===== src/ucomm_pkg.sv =====
// Shared constants, register layout and types of the serial element host port
package ucomm_pkg;

  // ***********************************************************
  // Register indices on the three select lines
  // ***********************************************************
  localparam logic [2:0] UC_IER_IDX = 3'h1;  // Interrupt enable
  localparam logic [2:0] UC_IIR_IDX = 3'h2;  // Read: interrupt identity, write: fifo control
  localparam logic [2:0] UC_MCT_IDX = 3'h4;  // Modem control
  localparam logic [2:0] UC_MSR_IDX = 3'h6;  // Modem line status

  // ***********************************************************
  // Field positions
  // ***********************************************************
  localparam int UC_MSR_DCTS = 0;
  localparam int UC_MSR_DDSR = 1;
  localparam int UC_MSR_RIUP = 2;
  localparam int UC_MSR_DDCD = 3;
  localparam int UC_MCT_DTR  = 0;
  localparam int UC_MCT_RTS  = 1;
  localparam int UC_MCT_LOOP = 4;
  localparam int UC_MCT_AFE  = 5;
  localparam int UC_IER_RDA  = 0;
  localparam int UC_IER_THRE = 1;
  localparam int UC_IER_RLS  = 2;
  localparam int UC_IER_MS   = 3;
  localparam int UC_FCR_FEN  = 0;

  // ***********************************************************
  // Reset values and writable masks
  // ***********************************************************
  localparam logic [7:0] UC_IER_RST  = 8'h00;
  localparam logic [7:0] UC_MCT_RST  = 8'h00;
  localparam logic [7:0] UC_FCR_RST  = 8'h00;
  localparam logic [7:0] UC_IER_MASK = 8'h0f;
  localparam logic [7:0] UC_MCT_MASK = 8'h33;
  localparam logic [7:0] UC_FCR_MASK = 8'h01;

  // ***********************************************************
  // Interrupt identity codes, low nibble
  // ***********************************************************
  localparam logic [3:0] UC_ID_NONE = 4'h1;
  localparam logic [3:0] UC_ID_RLS  = 4'h6;
  localparam logic [3:0] UC_ID_RDA  = 4'h4;
  localparam logic [3:0] UC_ID_TOUT = 4'hc;
  localparam logic [3:0] UC_ID_THRE = 4'h2;
  localparam logic [3:0] UC_ID_MS   = 4'h0;

  // Bus access phases
  typedef enum logic [1:0] {UC_BUS_IDLE, UC_BUS_READ, UC_BUS_WRITE} ucomm_bus_e;

  // Modem status lines, pin polarity (active low)
  typedef struct packed {
    logic dcd;
    logic ri;
    logic dsr;
    logic cts;
  } ucomm_lines_s;

endpackage

===== src/ucomm_host_port.sv =====
// Host bus port, modem lines and interrupt output of the serial element
//
// Overview of operation
// - Select lines choose the accessed register
// - Chip select high ignores all strobes
// - Selected read strobe returns addressed register
// - Eight-bit data path driven only during reads
// - Status bit 4 clear-to-send, bit 0 change
// - Status bit 5 data-set-ready, bit 1 change
// - Status bit 7 carrier, bit 3 change
// - Status bit 6 ring, bit 2 rising
// - Clear-to-send change interrupts only without auto mode
// - Other modem changes interrupt when enabled
// - Auto mode lets clear-to-send gate transmitter
// - Terminal-ready follows control bit, off in loop
// - Request-to-send follows bit 1, off in loop
// - Auto mode receiver threshold forces request off
// - Interrupt on five enabled sources
// - Interrupt drops when serviced or reset
// - Master reset clears registers and outputs
// - Selected write strobe loads addressed register
// - Serial output marks high on reset
`timescale 1ns/1ps
`default_nettype none

module ucomm_host_port #(
  parameter int DATA_WIDTH = 8
) (
  input  wire logic                  clk_in,
  input  wire logic                  reset_n_in,
  input  wire logic                  master_reset_in,
  input  wire logic                  reg_select_0_in,
  input  wire logic                  reg_select_1_in,
  input  wire logic                  reg_select_2_in,
  input  wire logic                  chip_select_n_in,
  input  wire logic                  read_strobe_n_in,
  input  wire logic                  write_strobe_n_in,
  input  wire logic [DATA_WIDTH-1:0] data_in,
  output logic      [DATA_WIDTH-1:0] data_out,
  output logic                       data_oe_out,
  input  wire logic                  cts_n_in,
  input  wire logic                  dsr_n_in,
  input  wire logic                  dcd_n_in,
  input  wire logic                  ri_n_in,
  output logic                       dtr_n_out,
  output logic                       rts_n_out,
  input  wire logic                  rx_error_in,
  input  wire logic                  rx_data_ready_in,
  input  wire logic                  rx_timeout_in,
  input  wire logic                  thr_empty_in,
  input  wire logic                  rx_threshold_in,
  input  wire logic                  tx_serial_in,
  output logic                       serial_tx_out,
  output logic                       tx_allowed_out,
  output logic                       irq_out
);
  import ucomm_pkg::*;

  // Elaboration check: the register map is byte wide
  if (DATA_WIDTH != 8) begin : g_width_check
    $error("ucomm_host_port supports DATA_WIDTH of 8 only");
  end

  // ***********************************************************
  // Bus decode
  // ***********************************************************
  logic         rst;
  logic [2:0]   addr;
  logic         rd_req;
  logic         wr_req;
  logic         rd_start;
  logic         wr_start;
  ucomm_bus_e   state_ff;
  ucomm_bus_e   nxt_state;

  // Strobes count only while selected, read wins a collision
  assign rst      = !reset_n_in || master_reset_in;
  assign addr     = {reg_select_2_in, reg_select_1_in, reg_select_0_in};
  assign rd_req   = !chip_select_n_in && !read_strobe_n_in;
  assign wr_req   = !chip_select_n_in && !write_strobe_n_in && read_strobe_n_in;
  assign rd_start = (state_ff == UC_BUS_IDLE) && rd_req;
  assign wr_start = (state_ff == UC_BUS_IDLE) && wr_req;

  // Access phase: one action per strobe assertion
  always_comb begin
    nxt_state = state_ff;
    case (state_ff)
      UC_BUS_IDLE: begin
        if (rd_req) begin
          nxt_state = UC_BUS_READ;
        end else if (wr_req) begin
          nxt_state = UC_BUS_WRITE;
        end
      end
      UC_BUS_READ: begin
        if (!rd_req) begin
          nxt_state = UC_BUS_IDLE;
        end
      end
      UC_BUS_WRITE: begin
        if (!wr_req) begin
          nxt_state = UC_BUS_IDLE;
        end
      end
      default: begin
        nxt_state = UC_BUS_IDLE;
      end
    endcase
  end

  // Phase register
  always_ff @(posedge clk_in) begin
    if (rst) begin
      state_ff <= UC_BUS_IDLE;
    end else begin
      state_ff <= nxt_state;
    end
  end

  // ***********************************************************
  // Modem line synchronisers and change flags
  // ***********************************************************
  ucomm_lines_s lines_pin;
  ucomm_lines_s sync1_ff;
  ucomm_lines_s sync2_ff;
  ucomm_lines_s prev_ff;
  logic [3:0]   delta_set;
  logic [3:0]   delta_ff;
  logic [3:0]   nxt_delta;
  logic         msr_read;
  logic [7:0]   msr_value;

  assign lines_pin = '{dcd: dcd_n_in, ri: ri_n_in, dsr: dsr_n_in, cts: cts_n_in};

  // Two flops before any comparison, idle level is high
  always_ff @(posedge clk_in) begin
    if (!reset_n_in) begin
      sync1_ff <= '1;
      sync2_ff <= '1;
      prev_ff  <= '1;
    end else begin
      sync1_ff <= lines_pin;
      sync2_ff <= sync1_ff;
      prev_ff  <= sync2_ff;
    end
  end

  // Change events: any level change, ring only on a low-to-high pin
  assign delta_set[UC_MSR_DCTS] = sync2_ff.cts != prev_ff.cts;
  assign delta_set[UC_MSR_DDSR] = sync2_ff.dsr != prev_ff.dsr;
  assign delta_set[UC_MSR_RIUP] = sync2_ff.ri && !prev_ff.ri;
  assign delta_set[UC_MSR_DDCD] = sync2_ff.dcd != prev_ff.dcd;
  assign msr_read = rd_start && (addr == UC_MSR_IDX);

  // Sticky flags: a new event beats the clear of the read
  for (genvar i = 0; i < 4; i++) begin : g_delta
    assign nxt_delta[i] = delta_set[i] || (delta_ff[i] && !msr_read);
  end

  // Flag register
  always_ff @(posedge clk_in) begin
    if (rst) begin
      delta_ff <= 4'h0;
    end else begin
      delta_ff <= nxt_delta;
    end
  end

  // Reported levels are the asserted sense of the pins
  assign msr_value = {!sync2_ff.dcd, !sync2_ff.ri, !sync2_ff.dsr, !sync2_ff.cts,
                      delta_ff};

  // ***********************************************************
  // Control registers
  // ***********************************************************
  logic [7:0] ier_ff;
  logic [7:0] mct_ff;
  logic [7:0] fcr_ff;
  logic       wr_ier;
  logic       wr_mct;
  logic       wr_fcr;

  assign wr_ier = wr_start && (addr == UC_IER_IDX);
  assign wr_mct = wr_start && (addr == UC_MCT_IDX);
  assign wr_fcr = wr_start && (addr == UC_IIR_IDX);

  // Writes take the bus value at the strobe's first cycle
  always_ff @(posedge clk_in) begin
    if (rst) begin
      ier_ff <= UC_IER_RST;
      mct_ff <= UC_MCT_RST;
      fcr_ff <= UC_FCR_RST;
    end else begin
      if (wr_ier) ier_ff <= data_in & UC_IER_MASK;
      if (wr_mct) mct_ff <= data_in & UC_MCT_MASK;
      if (wr_fcr) fcr_ff <= data_in & UC_FCR_MASK;
    end
  end

  // ***********************************************************
  // Interrupt sources and identity
  // ***********************************************************
  logic       fifo_mode;
  logic       loop_mode;
  logic       auto_cts;
  logic       auto_rts;
  logic       modem_pending;
  logic       src_rls;
  logic       src_rda;
  logic       src_tout;
  logic       src_thre;
  logic       src_ms;
  logic [3:0] iir_id;
  logic       irq_ff;

  assign fifo_mode = fcr_ff[UC_FCR_FEN];
  assign loop_mode = mct_ff[UC_MCT_LOOP];
  assign auto_cts  = mct_ff[UC_MCT_AFE] && fifo_mode;
  assign auto_rts  = auto_cts && mct_ff[UC_MCT_RTS];

  // Clear-to-send changes stay silent under automatic flow control
  assign modem_pending = (delta_ff[UC_MSR_DCTS] && !auto_cts) ||
                         delta_ff[UC_MSR_DDSR] || delta_ff[UC_MSR_RIUP] ||
                         delta_ff[UC_MSR_DDCD];

  // Enabled sources; timeout exists only in fifo mode
  assign src_rls  = ier_ff[UC_IER_RLS] && rx_error_in;
  assign src_rda  = ier_ff[UC_IER_RDA] && rx_data_ready_in;
  assign src_tout = ier_ff[UC_IER_RDA] && fifo_mode && rx_timeout_in;
  assign src_thre = ier_ff[UC_IER_THRE] && thr_empty_in;
  assign src_ms   = ier_ff[UC_IER_MS] && modem_pending;

  // Highest priority pending source names the identity
  assign iir_id = src_rls  ? UC_ID_RLS  :
                  src_rda  ? UC_ID_RDA  :
                  src_tout ? UC_ID_TOUT :
                  src_thre ? UC_ID_THRE :
                  src_ms   ? UC_ID_MS   : UC_ID_NONE;

  // Output follows pending sources, so it drops once serviced
  always_ff @(posedge clk_in) begin
    if (rst) begin
      irq_ff <= 1'b0;
    end else begin
      irq_ff <= src_rls || src_rda || src_tout || src_thre || src_ms;
    end
  end
  assign irq_out = irq_ff;

  // ***********************************************************
  // Read path
  // ***********************************************************
  logic [7:0] rd_mux;
  logic [7:0] data_ff;

  // Unmapped indices read as zero
  assign rd_mux = (addr == UC_IER_IDX) ? ier_ff :
                  (addr == UC_IIR_IDX) ? {{2{fifo_mode}}, 2'b00, iir_id} :
                  (addr == UC_MCT_IDX) ? mct_ff :
                  (addr == UC_MSR_IDX) ? msr_value : 8'h00;

  // Read data is caught once, at the strobe's first cycle
  always_ff @(posedge clk_in) begin
    if (rst) begin
      data_ff <= 8'h00;
    end else if (rd_start) begin
      data_ff <= rd_mux;
    end
  end
  assign data_out    = data_ff;
  assign data_oe_out = (state_ff == UC_BUS_READ);

  // ***********************************************************
  // Modem control and serial outputs
  // ***********************************************************
  logic dtr_n_ff;
  logic rts_n_ff;
  logic tx_ff;
  logic nxt_dtr_n;
  logic nxt_rts_n;

  // Loop mode parks both control lines inactive
  assign nxt_dtr_n = !(mct_ff[UC_MCT_DTR] && !loop_mode);
  assign nxt_rts_n = !(mct_ff[UC_MCT_RTS] && !loop_mode &&
                       !(auto_rts && rx_threshold_in));

  // Output flops, all idle high under reset
  always_ff @(posedge clk_in) begin
    if (rst) begin
      dtr_n_ff <= 1'b1;
      rts_n_ff <= 1'b1;
      tx_ff    <= 1'b1;
    end else begin
      dtr_n_ff <= nxt_dtr_n;
      rts_n_ff <= nxt_rts_n;
      tx_ff    <= loop_mode || tx_serial_in;
    end
  end
  assign dtr_n_out     = dtr_n_ff;
  assign rts_n_out     = rts_n_ff;
  assign serial_tx_out = tx_ff;
  assign tx_allowed_out = !auto_cts || !sync2_ff.cts;
endmodule // ucomm_host_port

`default_nettype wire


===== config.mk =====
export PLATFORM = sky130hd
export DESIGN_NAME = ucomm_host_port
export DESIGN_NICKNAME = d
export VERILOG_FILES = /design/src/ucomm_pkg.sv /design/src/ucomm_host_port.sv
export SDC_FILE = /design/constraint.sdc
export NUM_CORES = 1
export LEC_CHECK = 0
export BUFFER_PORTS_ARGS = -buffer_cell sky130_fd_sc_hd__buf_4
export CAP_MARGIN = 10
export CORE_MARGIN = 4
export CORE_UTILIZATION = 30
export DETAILED_ROUTE_END_ITERATION = 8
export PLACE_DENSITY = 0.57
export RECOVER_POWER = 100
export SETUP_SLACK_MARGIN = 0.3
export SYNTH_ARGS = -nofsm -noshare
export SYNTH_HDL_FRONTEND = slang
export SYNTH_SLANG_ARGS = --single-unit

===== constraint.sdc =====
create_clock -name clk_in -period 3.2 [get_ports clk_in]
set_input_delay 0.16 -clock clk_in [delete_from_list [all_inputs] [get_ports clk_in]]
set_output_delay 0.16 -clock clk_in [all_outputs]
set_load 0.01 [all_outputs]

Word level (Yosys, flattened, before mapping)
Index checks and enable logic that the tools add are counted.
Widths: inputs -> output; s select.
{ "totals": {"reg_bits": 39, "inputBits": 27, "output_inout_bits": 14, "elab_cells": 106} }
{ "op_classes": {"eq_ne": 12, "muxes": 14, "reduce_logical": 58} }
{ "op_table": {"columns": ["cell", "count"], "rows": [
  ["$mux 8", 4],
  ["$logic_and 1x1->1", 27],
  ["$logic_not 1->1", 15],
  ["$logic_or 1x1->1", 14],
  ["$mux 4", 3],
  ["$mux 2", 5],
  ["$eq 3x3->1 const B", 2],
  ["$pmux 2 s3", 1],
  ["$ne 2x2->1 const B", 2],
  ["$eq 3x1->1 const B", 1],
  ["$eq 3x2->1 const B", 1],
  ["$ne 1x1->1", 3],
  ["$ne 3x3->1 const B", 1],
  ["$reduce_and 3->1", 1],
  ["$eq 2x1->1 const B", 1],
  ["$eq 2x2->1 const B", 1],
  ["$logic_not 2->1", 1],
  ["$mux 1", 1]
]} }

Longest topological paths before layout
Gate-level depths: netlist of the first run.
{ "logic_depth": {"word_depth": 14, "mapped_depth": 5, "mapped_depth_nobuf": 4} }

Least setup slack after synthesis of the first run
OpenSTA, ideal clock, no wires.
{ "synth_timing": {"path_kind": "register to register", "startpoint": "register state_ff[1]", "endpoint": "register data_ff[3] (netlist: data_out[3])", "setup_ps": 128, "arrival_time_ps": 1345, "t_required_ps": 3072, "path_slack_ps": 1726, "stages_incl_launch_ff": 6, "period_less_slack_ps": 1474, "cell_sequence": "dfxtp_1 > or4_1 > buf_2 > a311oi_2 > o21ai_1 > nor3b_1"} }
{ "synth_via": {"elab_chain_len": 2} }
{ "synth_rtl": {"columns": ["element", "line_no", "source"], "rows": [
  ["start: declaration", "ucomm_host_port.sv:73", "ucomm_bus_e state_ff;"],
  ["start signal: assignment", "ucomm_host_port.sv:116", "state_ff <= nxt_state;"],
  ["$logic_not 2->1", "ucomm_host_port.sv:81", "assign rd_start = (state_ff == UC_BUS_IDLE) && rd_req;"],
  ["$logic_and 1x1->1", "ucomm_host_port.sv:81", null],
  ["end signal: assignment", "ucomm_host_port.sv:267", "data_ff <= rd_mux;"],
  ["end: declaration", "ucomm_host_port.sv:254", "logic [7:0] data_ff;"]
]} }
No other way between the ends.
A chain may end at the register's enable or synchronous reset.

Final worst setup path of the first run
{ "layout_timing": {"startpoint": "input reset_n_in", "endpoint": "register data_ff[1] (netlist: data_out[1])"} }
{ "layout_via": {"elab_chain_len": 2} }
{ "layout_rtl": {"columns": ["element", "line_no", "source"], "rows": [
  ["start: declaration", "ucomm_host_port.sv:30", "input wire logic reset_n_in,"],
  ["$logic_not 1->1", null, null],
  ["$logic_or 1x1->1", "ucomm_host_port.sv:77", "assign rst = !reset_n_in || master_reset_in;"]
]} }
No other way between the ends.

==> results of run 1 <==
[worst max-delay path: stages]
cell,delay (ns)
clkbuf_1,0.39
nand2b_1,0.34
clkbuf_1,0.43
nor3_1,0.26
o21ai_0,0.12
o32ai_1,0.24
[synth_stat cells, types with 2 or more instances]
cell / count
o2111ai_1: 2
a21boi_0: 2
dfxtp_1: 39
nor2_1: 19
xor2_1: 3
o21ai_0: 2
nand4b_1: 2
buf_2: 2
nor2b_1: 3
nor4_1: 3
nand2_1: 14
a311oi_1: 2
nand2b_1: 14
nand3_1: 8
mux2i_1: 9
a31oi_1: 2
nor3b_1: 5
clkbuf_1: 5
a21oi_1: 12
[layer usage]
metal,share of wire [%],global-route usage (%),vias up
met2,45,17.9,43
met4,1.7,5.50,0
li1,-,-,649
met5,0,0,-
met1,46,15.9,565
met3,7.5,4.08,7
[how the worst min path moves through the flow]
stage,endpoint,slack [ns],cells after the start,from
floorplan,prev_ff[1],0.23,1,reset_n_in
global placement,sync1_ff[3],0.34,2,dcd_n_in
detailed placement,sync1_ff[1],0.35,2,dsr_n_in
CTS,sync1_ff[1],0.03,2,dsr_n_in
global route,state_ff[0],0.04,2,read_strobe_n_in
finish,sync1_ff[1],0.04,2,dsr_n_in
[logic make-up (layout without fill, tap and decap cells)]
kind of cell | count (synthesis) | after routing | share of synthesized area (%)
AND/OR/NAND/NOR | 74 | 74 | 25.6
flip-flops | 39 | 39 | 51.4
AO/OA/AOI/OAI | 29 | 29 | 12.8
multiplexers | 9 | 9 | 5.93
buffers and inverters | 9 | 49 | 2.63
XOR/XNOR | 3 | 3 | 1.73
[sequential cells by signal, summed over array words and instances (netlist names)]
name	count
prev_ff	4
delta_ff	4
sync2_ff	4
dtr_n_out	1
data_out	8
serial_tx_out	1
sync1_ff	4
irq_out	1
ier_ff	4
mct_ff	4
fcr_ff	1
state_ff	2
rts_n_out	1
[through the flow]
stage               util [%]  hold WS, ns  worst slack [ns]
global route            39.8       0.0385              1.16
finish                  39.8       0.0428              1.46
floorplan                  -        0.233              1.73
CTS                     41.2       0.0328              1.54
global placement        38.8        0.344              1.55
detailed placement      38.8        0.346              1.56
[final cells by class]
| cell class | instances | share of cell area, % |
|---|---|---|
| Multi-Input combinational cell | 115 | 36.2 |
| Clock inverter | 2 | 1.83 |
| Inverter | 1 | 0.196 |
| Sequential cell | 39 | 40.8 |
| Tap cell | 67 | 4.38 |
| Clock buffer | 6 | 4.31 |
| Timing Repair Buffer | 40 | 12.3 |
[power breakdown]
group | total [mW] | switching, mW | internal, mW
Clock | 0.419 | 0.166 | 0.252
Sequential | 0.502 | 0.00611 | 0.496
Combinational | 0.0741 | 0.0384 | 0.0357
Total | 0.994 | 0.211 | 0.783
==> results.sh, run 1 <==
export IMPL_setup_viol_count_final=0
export IMPL_cts_sinks=39
export IMPL_root_buffer="clkbuf_8"
export IMPL_layout_commonest_cell="dfxtp_1"
export IMPL_cts_resized=0
export IMPL_std_cell_rows=25
export IMPL_clk_path_buf_depth=2
export IMPL_h_tree_depth=2
export IMPL_synth_top_area_cell="dfxtp_1"
export IMPL_yosys_top_cells_area="dfxtp_1, mux2i_1, nand2b_1, nor2_1, a21oi_1"
export IMPL_tightest_slew_ns=0.766
export IMPL_drv_cap=0
export IMPL_core_region_area_mm2=0.00482
export IMPL_numPortBuffers=38
export IMPL_reg2reg_from="state_ff[1]"
export IMPL_slew_viol_final=0
export IMPL_drive_above_1_share_pct=15.8
export IMPL_clk_pin_slew_ns=0.07
export IMPL_drc=0
export IMPL_fillers=531
export IMPL_reg2reg_depth=4
export IMPL_fin_skew_ns=0.00417
export IMPL_die_h_um=79.2
export IMPL_critPathKind="in2reg"
export IMPL_ys_ff_latch=39
export IMPL_status="complete, no violations"
export IMPL_fin_cells=270
export IMPL_setup_tns_ns=0
export IMPL_p_per_area_mw_per_mm2=519
export IMPL_r2r_slack_ns=1.49
export IMPL_rsz0062_at_grt="false"
export IMPL_drt_pass1_iterations=4
export IMPL_crit_path_start="reset_n_in"
export IMPL_grt_pass1_wl_mm=5.83
export IMPL_final_nets=229
export IMPL_yosysSeqAreaShare_pct=51.4
export IMPL_cp_arrival_ns=1.94
export IMPL_final_cell_mix="dfxtp_1, buf_4, nor2_1, clkbuf_1"
export IMPL_numCtsBuffers=5
export IMPL_holdCritPathClass="in2reg"
export IMPL_dieWidth_um=79.2
export IMPL_vias=1264
export IMPL_initial_core_util_pct=31.6
export IMPL_gp_congestion=0.793
export IMPL_placedCellCount=262
export IMPL_place_area_mm2=0.00187
export IMPL_ys_flop_type="dfxtp_1"
export IMPL_viasPerCell=4.68
export IMPL_cp_endpoint="data_out[1]"
export IMPL_ys_types=34
export IMPL_design_area_mm2=0.00192
export IMPL_dieArea_mm2=0.00627
export IMPL_synthArstFlopShare_pct=0
export IMPL_grt_ovfl_total=0
export IMPL_clock_latency_ns=0.29
export IMPL_n_antenna_cell=0
export IMPL_slew_headroom_pct=48.9
export IMPL_synth_area_mm2=0.00152
export IMPL_cts_hold_buffers=0
export IMPL_hold_violations=0
export IMPL_first_iter_violations=112
export IMPL_synth_edf_count=0
export IMPL_seq_area_um2=781
export IMPL_synth_top_area_share_pct=51.4
export IMPL_yosys_warnings=0
export IMPL_synth_cells=163
export IMPL_place_hpwl_mm=2.64
export IMPL_critPathRequiredTime_ns=3.40
export IMPL_multi_input_area_um2=693
export IMPL_reg2reg_to="data_out[3]"
export IMPL_antenna_found_initial=0
export IMPL_cts_tree="done"
export IMPL_grt_max_degree=19
export IMPL_vdd_ir_drop_max_mv=0.249
export IMPL_io_pins=41
export IMPL_synth_area_per_cell_um2=9.33
export IMPL_grt_pass1_vias=1207
export IMPL_start_kind="primary input"
export IMPL_max_freq_ghz=0.575
export IMPL_area_growth_pct=26.0
export IMPL_avgRoutedWirePerCell_um=13.2
export IMPL_layout_worst_path_cycle_share_pct=54.4
export IMPL_worstPathMaxFanout=18
export IMPL_finalPower_mw=0.994
export IMPL_ant_nets=0
export IMPL_leakagePower_nw=0.747
export IMPL_endpoint_kind="flop"
export IMPL_finalCriticalPeriod_ns=1.74
export IMPL_grt_use_total_pct=12.1
export IMPL_post_cts_buffers=0
export IMPL_syn_nets=190
export IMPL_drt_wl_total_mm=3.57
Power figures use the tool's default switching activity.
==> inputs of run 2 (changes only) <==
==> constraint.sdc (replaced) <==
create_clock -name clk_in -period 1.7 [get_ports clk_in]
set_input_delay 0.085 -clock clk_in [delete_from_list [all_inputs] [get_ports clk_in]]
set_output_delay 0.085 -clock clk_in [all_outputs]
set_load 0.01 [all_outputs]
==> results.sh, run 2 (synthesis gave the netlist of run 1 again) <==
export IMPL_layout_commonest_cell="dfxtp_1"
export IMPL_fillers=542
export IMPL_core_region_area_mm2=0.00482
export IMPL_critPathRequiredTime_ns=1.88
export IMPL_hold_ws_ns=0.0253
export IMPL_cp_slowest_stage_delay_ns=0.56
export IMPL_status="complete, no violations"
export IMPL_final_cell_mix="dfxtp_1, buf_4, nor2_1, clkbuf_1"
export IMPL_worstPathMaxFanout=4
export IMPL_slowest_stage="or4_4"
export IMPL_drt_wl_total_mm=3.80
export IMPL_cp_arrival_ns=1.64
export IMPL_drt_pass1_iterations=4
export IMPL_grt_use_total_pct=12.7
export IMPL_antenna_found_initial=0
export IMPL_p_per_area_mw_per_mm2=915
export IMPL_critical_path_cell_chain="or4_4 > a311oi_2 > o21ai_1 > nor3b_1"
export IMPL_place_hpwl_mm=2.76
export IMPL_clk_path_buf_depth=2
export IMPL_critPathTopFamily="simple AND/OR/NAND/NOR gates"
export IMPL_max_freq_ghz=0.681
export IMPL_cp_num_buf_inv=0
export IMPL_grt_pass1_wl_mm=6.18
export IMPL_cts_tree="done"
export IMPL_setup_viol_count_final=0
export IMPL_grt_max_degree=17
export IMPL_die_h_um=79.2
export IMPL_h_tree_depth=2
export IMPL_multi_input_area_um2=708
export IMPL_drv_cap=0
export IMPL_vdd_ir_drop_max_mv=0.627
export IMPL_initial_core_util_pct=31.6
export IMPL_drive_above_1_share_pct=20.6
export IMPL_n_antenna_cell=0
export IMPL_first_iter_violations=70
export IMPL_avgRoutedWirePerCell_um=13.3
export IMPL_finalCriticalPeriod_ns=1.47
export IMPL_clock_latency_ns=0.29
export IMPL_viasPerCell=4.81
export IMPL_layout_worst_path_cycle_share_pct=86.4
export IMPL_slew_viol_final=0
export IMPL_area_growth_pct=35.8
export IMPL_fin_skew_ns=0.00438
export IMPL_critPathKind="reg2reg"
export IMPL_dieArea_mm2=0.00627
export IMPL_vias=1372
export IMPL_place_area_mm2=0.00191
export IMPL_dieWidth_um=79.2
export IMPL_setup_tns_ns=0
export IMPL_leakagePower_nw=0.826
export IMPL_slew_headroom_pct=64.6
export IMPL_numCtsBuffers=5
export IMPL_cts_sinks=39
export IMPL_root_buffer="clkbuf_8"
export IMPL_grt_ovfl_total=0
export IMPL_clk_pin_slew_ns=0.08
export IMPL_fin_util_pct=42.9
export IMPL_design_area_mm2=0.00206
export IMPL_tightest_slew_ns=0.530
export IMPL_io_pins=41
export IMPL_numPortBuffers=38
export IMPL_rsz0062_at_grt="true"
export IMPL_ant_nets=0
export IMPL_seq_area_um2=781
export IMPL_largest_reg_flops=8
export IMPL_gp_congestion=0.745
export IMPL_hold_violations=0
export IMPL_holdCritPathClass="in2reg"
export IMPL_final_nets=244
export IMPL_drc=0
export IMPL_grt_pass1_vias=1236
export IMPL_std_cell_rows=25
export IMPL_start_kind="flop"
export IMPL_endpoint_kind="flop"
## run 2: cell count changes in the layout (fill, tap and decap cells not counted), sizes merged
| cell | change |
|---|---|
| clkinv | +1 |
| clkbuf | +4 |
| buf | +3 |
| dlygate4sd3 | +7 |
## run 2: area by class of cell
type,instances,area share (%)
Inverter,1,0.182
Tap cell,67,4.06
Clock buffer,5,3.33
Sequential cell,39,37.8
Timing Repair Buffer,55,18.2
Clock inverter,3,2.12
Multi-Input combinational cell,115,34.3
## run 2: per-layer routing
layer | part of all wire, % | routed length [um] | global-route usage [%]
met3 | 6.9 | 262 | 3.06
met1 | 47 | 1780 | 17.5
met2 | 45 | 1690 | 18.8
met5 | 0 | 0 | 0
met4 | 1.6 | 61 | 5.15
## run 2: worst reg2reg max path: stages (launching register included)
cell	delay [ns]
dfxtp_1	0.34
or4_4	0.56
a311oi_2	0.21
o21ai_1	0.09
nor3b_1	0.15
## run 2: path summary, 6_finish.rpt
check / slack (ns) / depth (start not counted) / start / end
worst max-delay path: 0.23 / 4 / state_ff[0] / data_out[3]
worst min-delay path: 0.03 / 3 / data_in[2] / ier_ff[2]
worst max register to register: 0.23 / 4 / state_ff[0] / data_out[3]
worst min register to register: 0.42 / 1 / sync1_ff[3] / sync2_ff[3]
## run 2: repair_timing
action | in CTS | in global routing
gates cloned | 0 | 0
setup endpoints to repair | 12 | 20
hold buffers | 7 | 0
buffers inserted | 2 | 1
gates resized for setup | 5 | 2
pin swaps | 1 | 1
endpoints found under the hold margin | 7 | 0
## run 2: report_power, final
part | total (mW) | switching, mW | internal [mW]
Sequential | 0.944 | 0.0117 | 0.932
Clock | 0.773 | 0.336 | 0.437
Combinational | 0.172 | 0.0807 | 0.0910
## run 2: per-stage QoR
step	std cells	setup slack (ns)	total power [mW]
after floorplan	163	0.250	1.04
after global placement	267	0.175	1.12
after detailed placement	267	0.193	1.12
after CTS	284	0.240	1.91
after global routing	285	0.100	1.97
final	285	0.232	1.89
==> inputs of run 3 (changes only) <==
==> constraint.sdc (replaced) <==
create_clock -name clk_in -period 1.36 [get_ports clk_in]
set_input_delay 0.068 -clock clk_in [delete_from_list [all_inputs] [get_ports clk_in]]
set_output_delay 0.068 -clock clk_in [all_outputs]
set_load 0.01 [all_outputs]
==> results.sh, run 3 (synthesis gave the netlist of run 1 again) <==
export IMPL_root_buffer="clkbuf_8"
export IMPL_vias=1430
export IMPL_h_tree_depth=2
export IMPL_tightest_slew_ns=0.326
export IMPL_drt_pass1_iterations=4
export IMPL_leakagePower_nw=0.961
export IMPL_layout_commonest_cell="buf_4"
export IMPL_layout_worst_path_cycle_share_pct=103
export IMPL_grt_max_degree=18
export IMPL_clk_pin_slew_ns=0.08
export IMPL_rsz0062_at_grt="true"
export IMPL_hold_ws_ns=0.0158
export IMPL_cts_sinks=39
export IMPL_final_cell_mix="buf_4, dfxtp_1, nor2_1, nand2b_1, nand2_1"
export IMPL_largest_reg_flops=8
export IMPL_cts_tree="done"
export IMPL_p_per_area_mw_per_mm2=1010
export IMPL_gp_congestion=0.814
export IMPL_core_region_area_mm2=0.00482
export IMPL_numCtsBuffers=5
export IMPL_std_cell_rows=25
export IMPL_ant_nets=0
export IMPL_setup_viol_count_final=4
export IMPL_dieWidth_um=79.2
export IMPL_critPathKind="reg2reg"
export IMPL_die_h_um=79.2
export IMPL_slew_viol_final=0
export IMPL_first_iter_violations=92
export IMPL_final_nets=262
export IMPL_grt_pass1_vias=1369
export IMPL_holdCritPathClass="in2reg"
export IMPL_dieArea_mm2=0.00627
export IMPL_grt_pass1_wl_mm=6.69
export IMPL_finalWorstSetupSlack_ns=-0.0470
export IMPL_io_pins=41
export IMPL_n_antenna_cell=0
export IMPL_worstPathMaxFanout=4
export IMPL_status="finished with violations"
export IMPL_fin_util_pct=49.7
export IMPL_place_hpwl_mm=2.89
export IMPL_drt_wl_total_mm=4.11
export IMPL_setup_tns_ns=-0.0946
export IMPL_cp_arrival_ns=1.59
export IMPL_antenna_found_initial=0
export IMPL_fin_cells=303
export IMPL_initial_core_util_pct=31.6
export IMPL_endpoint_kind="flop"
export IMPL_clk_path_buf_depth=2
export IMPL_avgRoutedWirePerCell_um=13.6
export IMPL_drv_cap=0
export IMPL_grt_use_total_pct=13.8
export IMPL_drive_above_1_share_pct=39.0
export IMPL_placedCellCount=278
export IMPL_numPortBuffers=38
export IMPL_critPathRequiredTime_ns=1.54
export IMPL_finalPower_mw=2.43
export IMPL_clock_latency_ns=0.29
export IMPL_drc=0
export IMPL_viasPerCell=4.72
export IMPL_slew_headroom_pct=78.2
export IMPL_fin_skew_ns=0.00541
export IMPL_start_kind="flop"
export IMPL_hold_violations=0
export IMPL_finalCriticalPeriod_ns=1.41
export IMPL_max_freq_ghz=0.711
export IMPL_grt_ovfl_total=0
export IMPL_area_growth_pct=57.6
export IMPL_violations="negative setup slack"
export IMPL_vdd_ir_drop_max_mv=0.605
[run 3: path summary, 6_finish.rpt]
| kind | start | to | slack (ns) | depth (start not counted) |
|---|---|---|---|---|
| setup reg to reg | state_ff[0] | data_out[3] | -0.05 | 4 |
| hold / removal | data_in[2] | ier_ff[2] | 0.02 | 3 |
| hold reg to reg | sync1_ff[0] | sync2_ff[0] | 0.41 | 1 |
| setup / recovery | state_ff[0] | data_out[3] | -0.05 | 4 |
[run 3: critical path, cell delays in order (launching register included)]
cell and delay [ns]:
dfxtp_2 0.35, or4_4 0.52, a311oi_2 0.20, o21ai_1 0.09, nor3b_1 0.14
[run 3: area by class of cell]
| cell class | instances | area [um2] |
|---|---|---|
| well taps | 67 | 83.8 |
| multi-input cells | 115 | 856 |
| clock buffers | 5 | 68.8 |
| repair buffers | 73 | 549 |
| fillers | 480 | 2420 |
| clock inverters | 3 | 43.8 |
| flip-flops and latches | 39 | 791 |
| inverters | 1 | 3.75 |
[run 3: through the flow]
step	setup slack [ns]	instance area (um2)
after global routing	-0.0920	2400
after global placement	-0.109	1990
final	-0.0470	2400
after CTS	-0.0333	2380
after floorplan	-0.0903	1530
after detailed placement	-0.140	1990
[run 3: what timing repair did]
action                                  CTS  global route
hold buffers                              6             0
pin swaps                                21            11
endpoints found under the setup margin   23            25
gates resized for setup                  39            12
hold endpoints to repair                  6             0
buffers inserted                          9             2
[run 3: layer usage]
metal / part of all wire, % / GRT usage [%] / up-vias / routed length [um]
li1: - / - / 719 / -
met1: 46 / 17.8 / 671 / 1870
met2: 49 / 22.3 / 34 / 2000
met3: 4.2 / 3.74 / 6 / 174
met4: 1.3 / 4.81 / 0 / 55
met5: 0 / 0 / - / 0
[run 3: where the power goes]
part / switching, mW / internal, mW
Sequential: 0.0174 / 1.16
Combinational: 0.126 / 0.151
Clock: 0.422 / 0.546
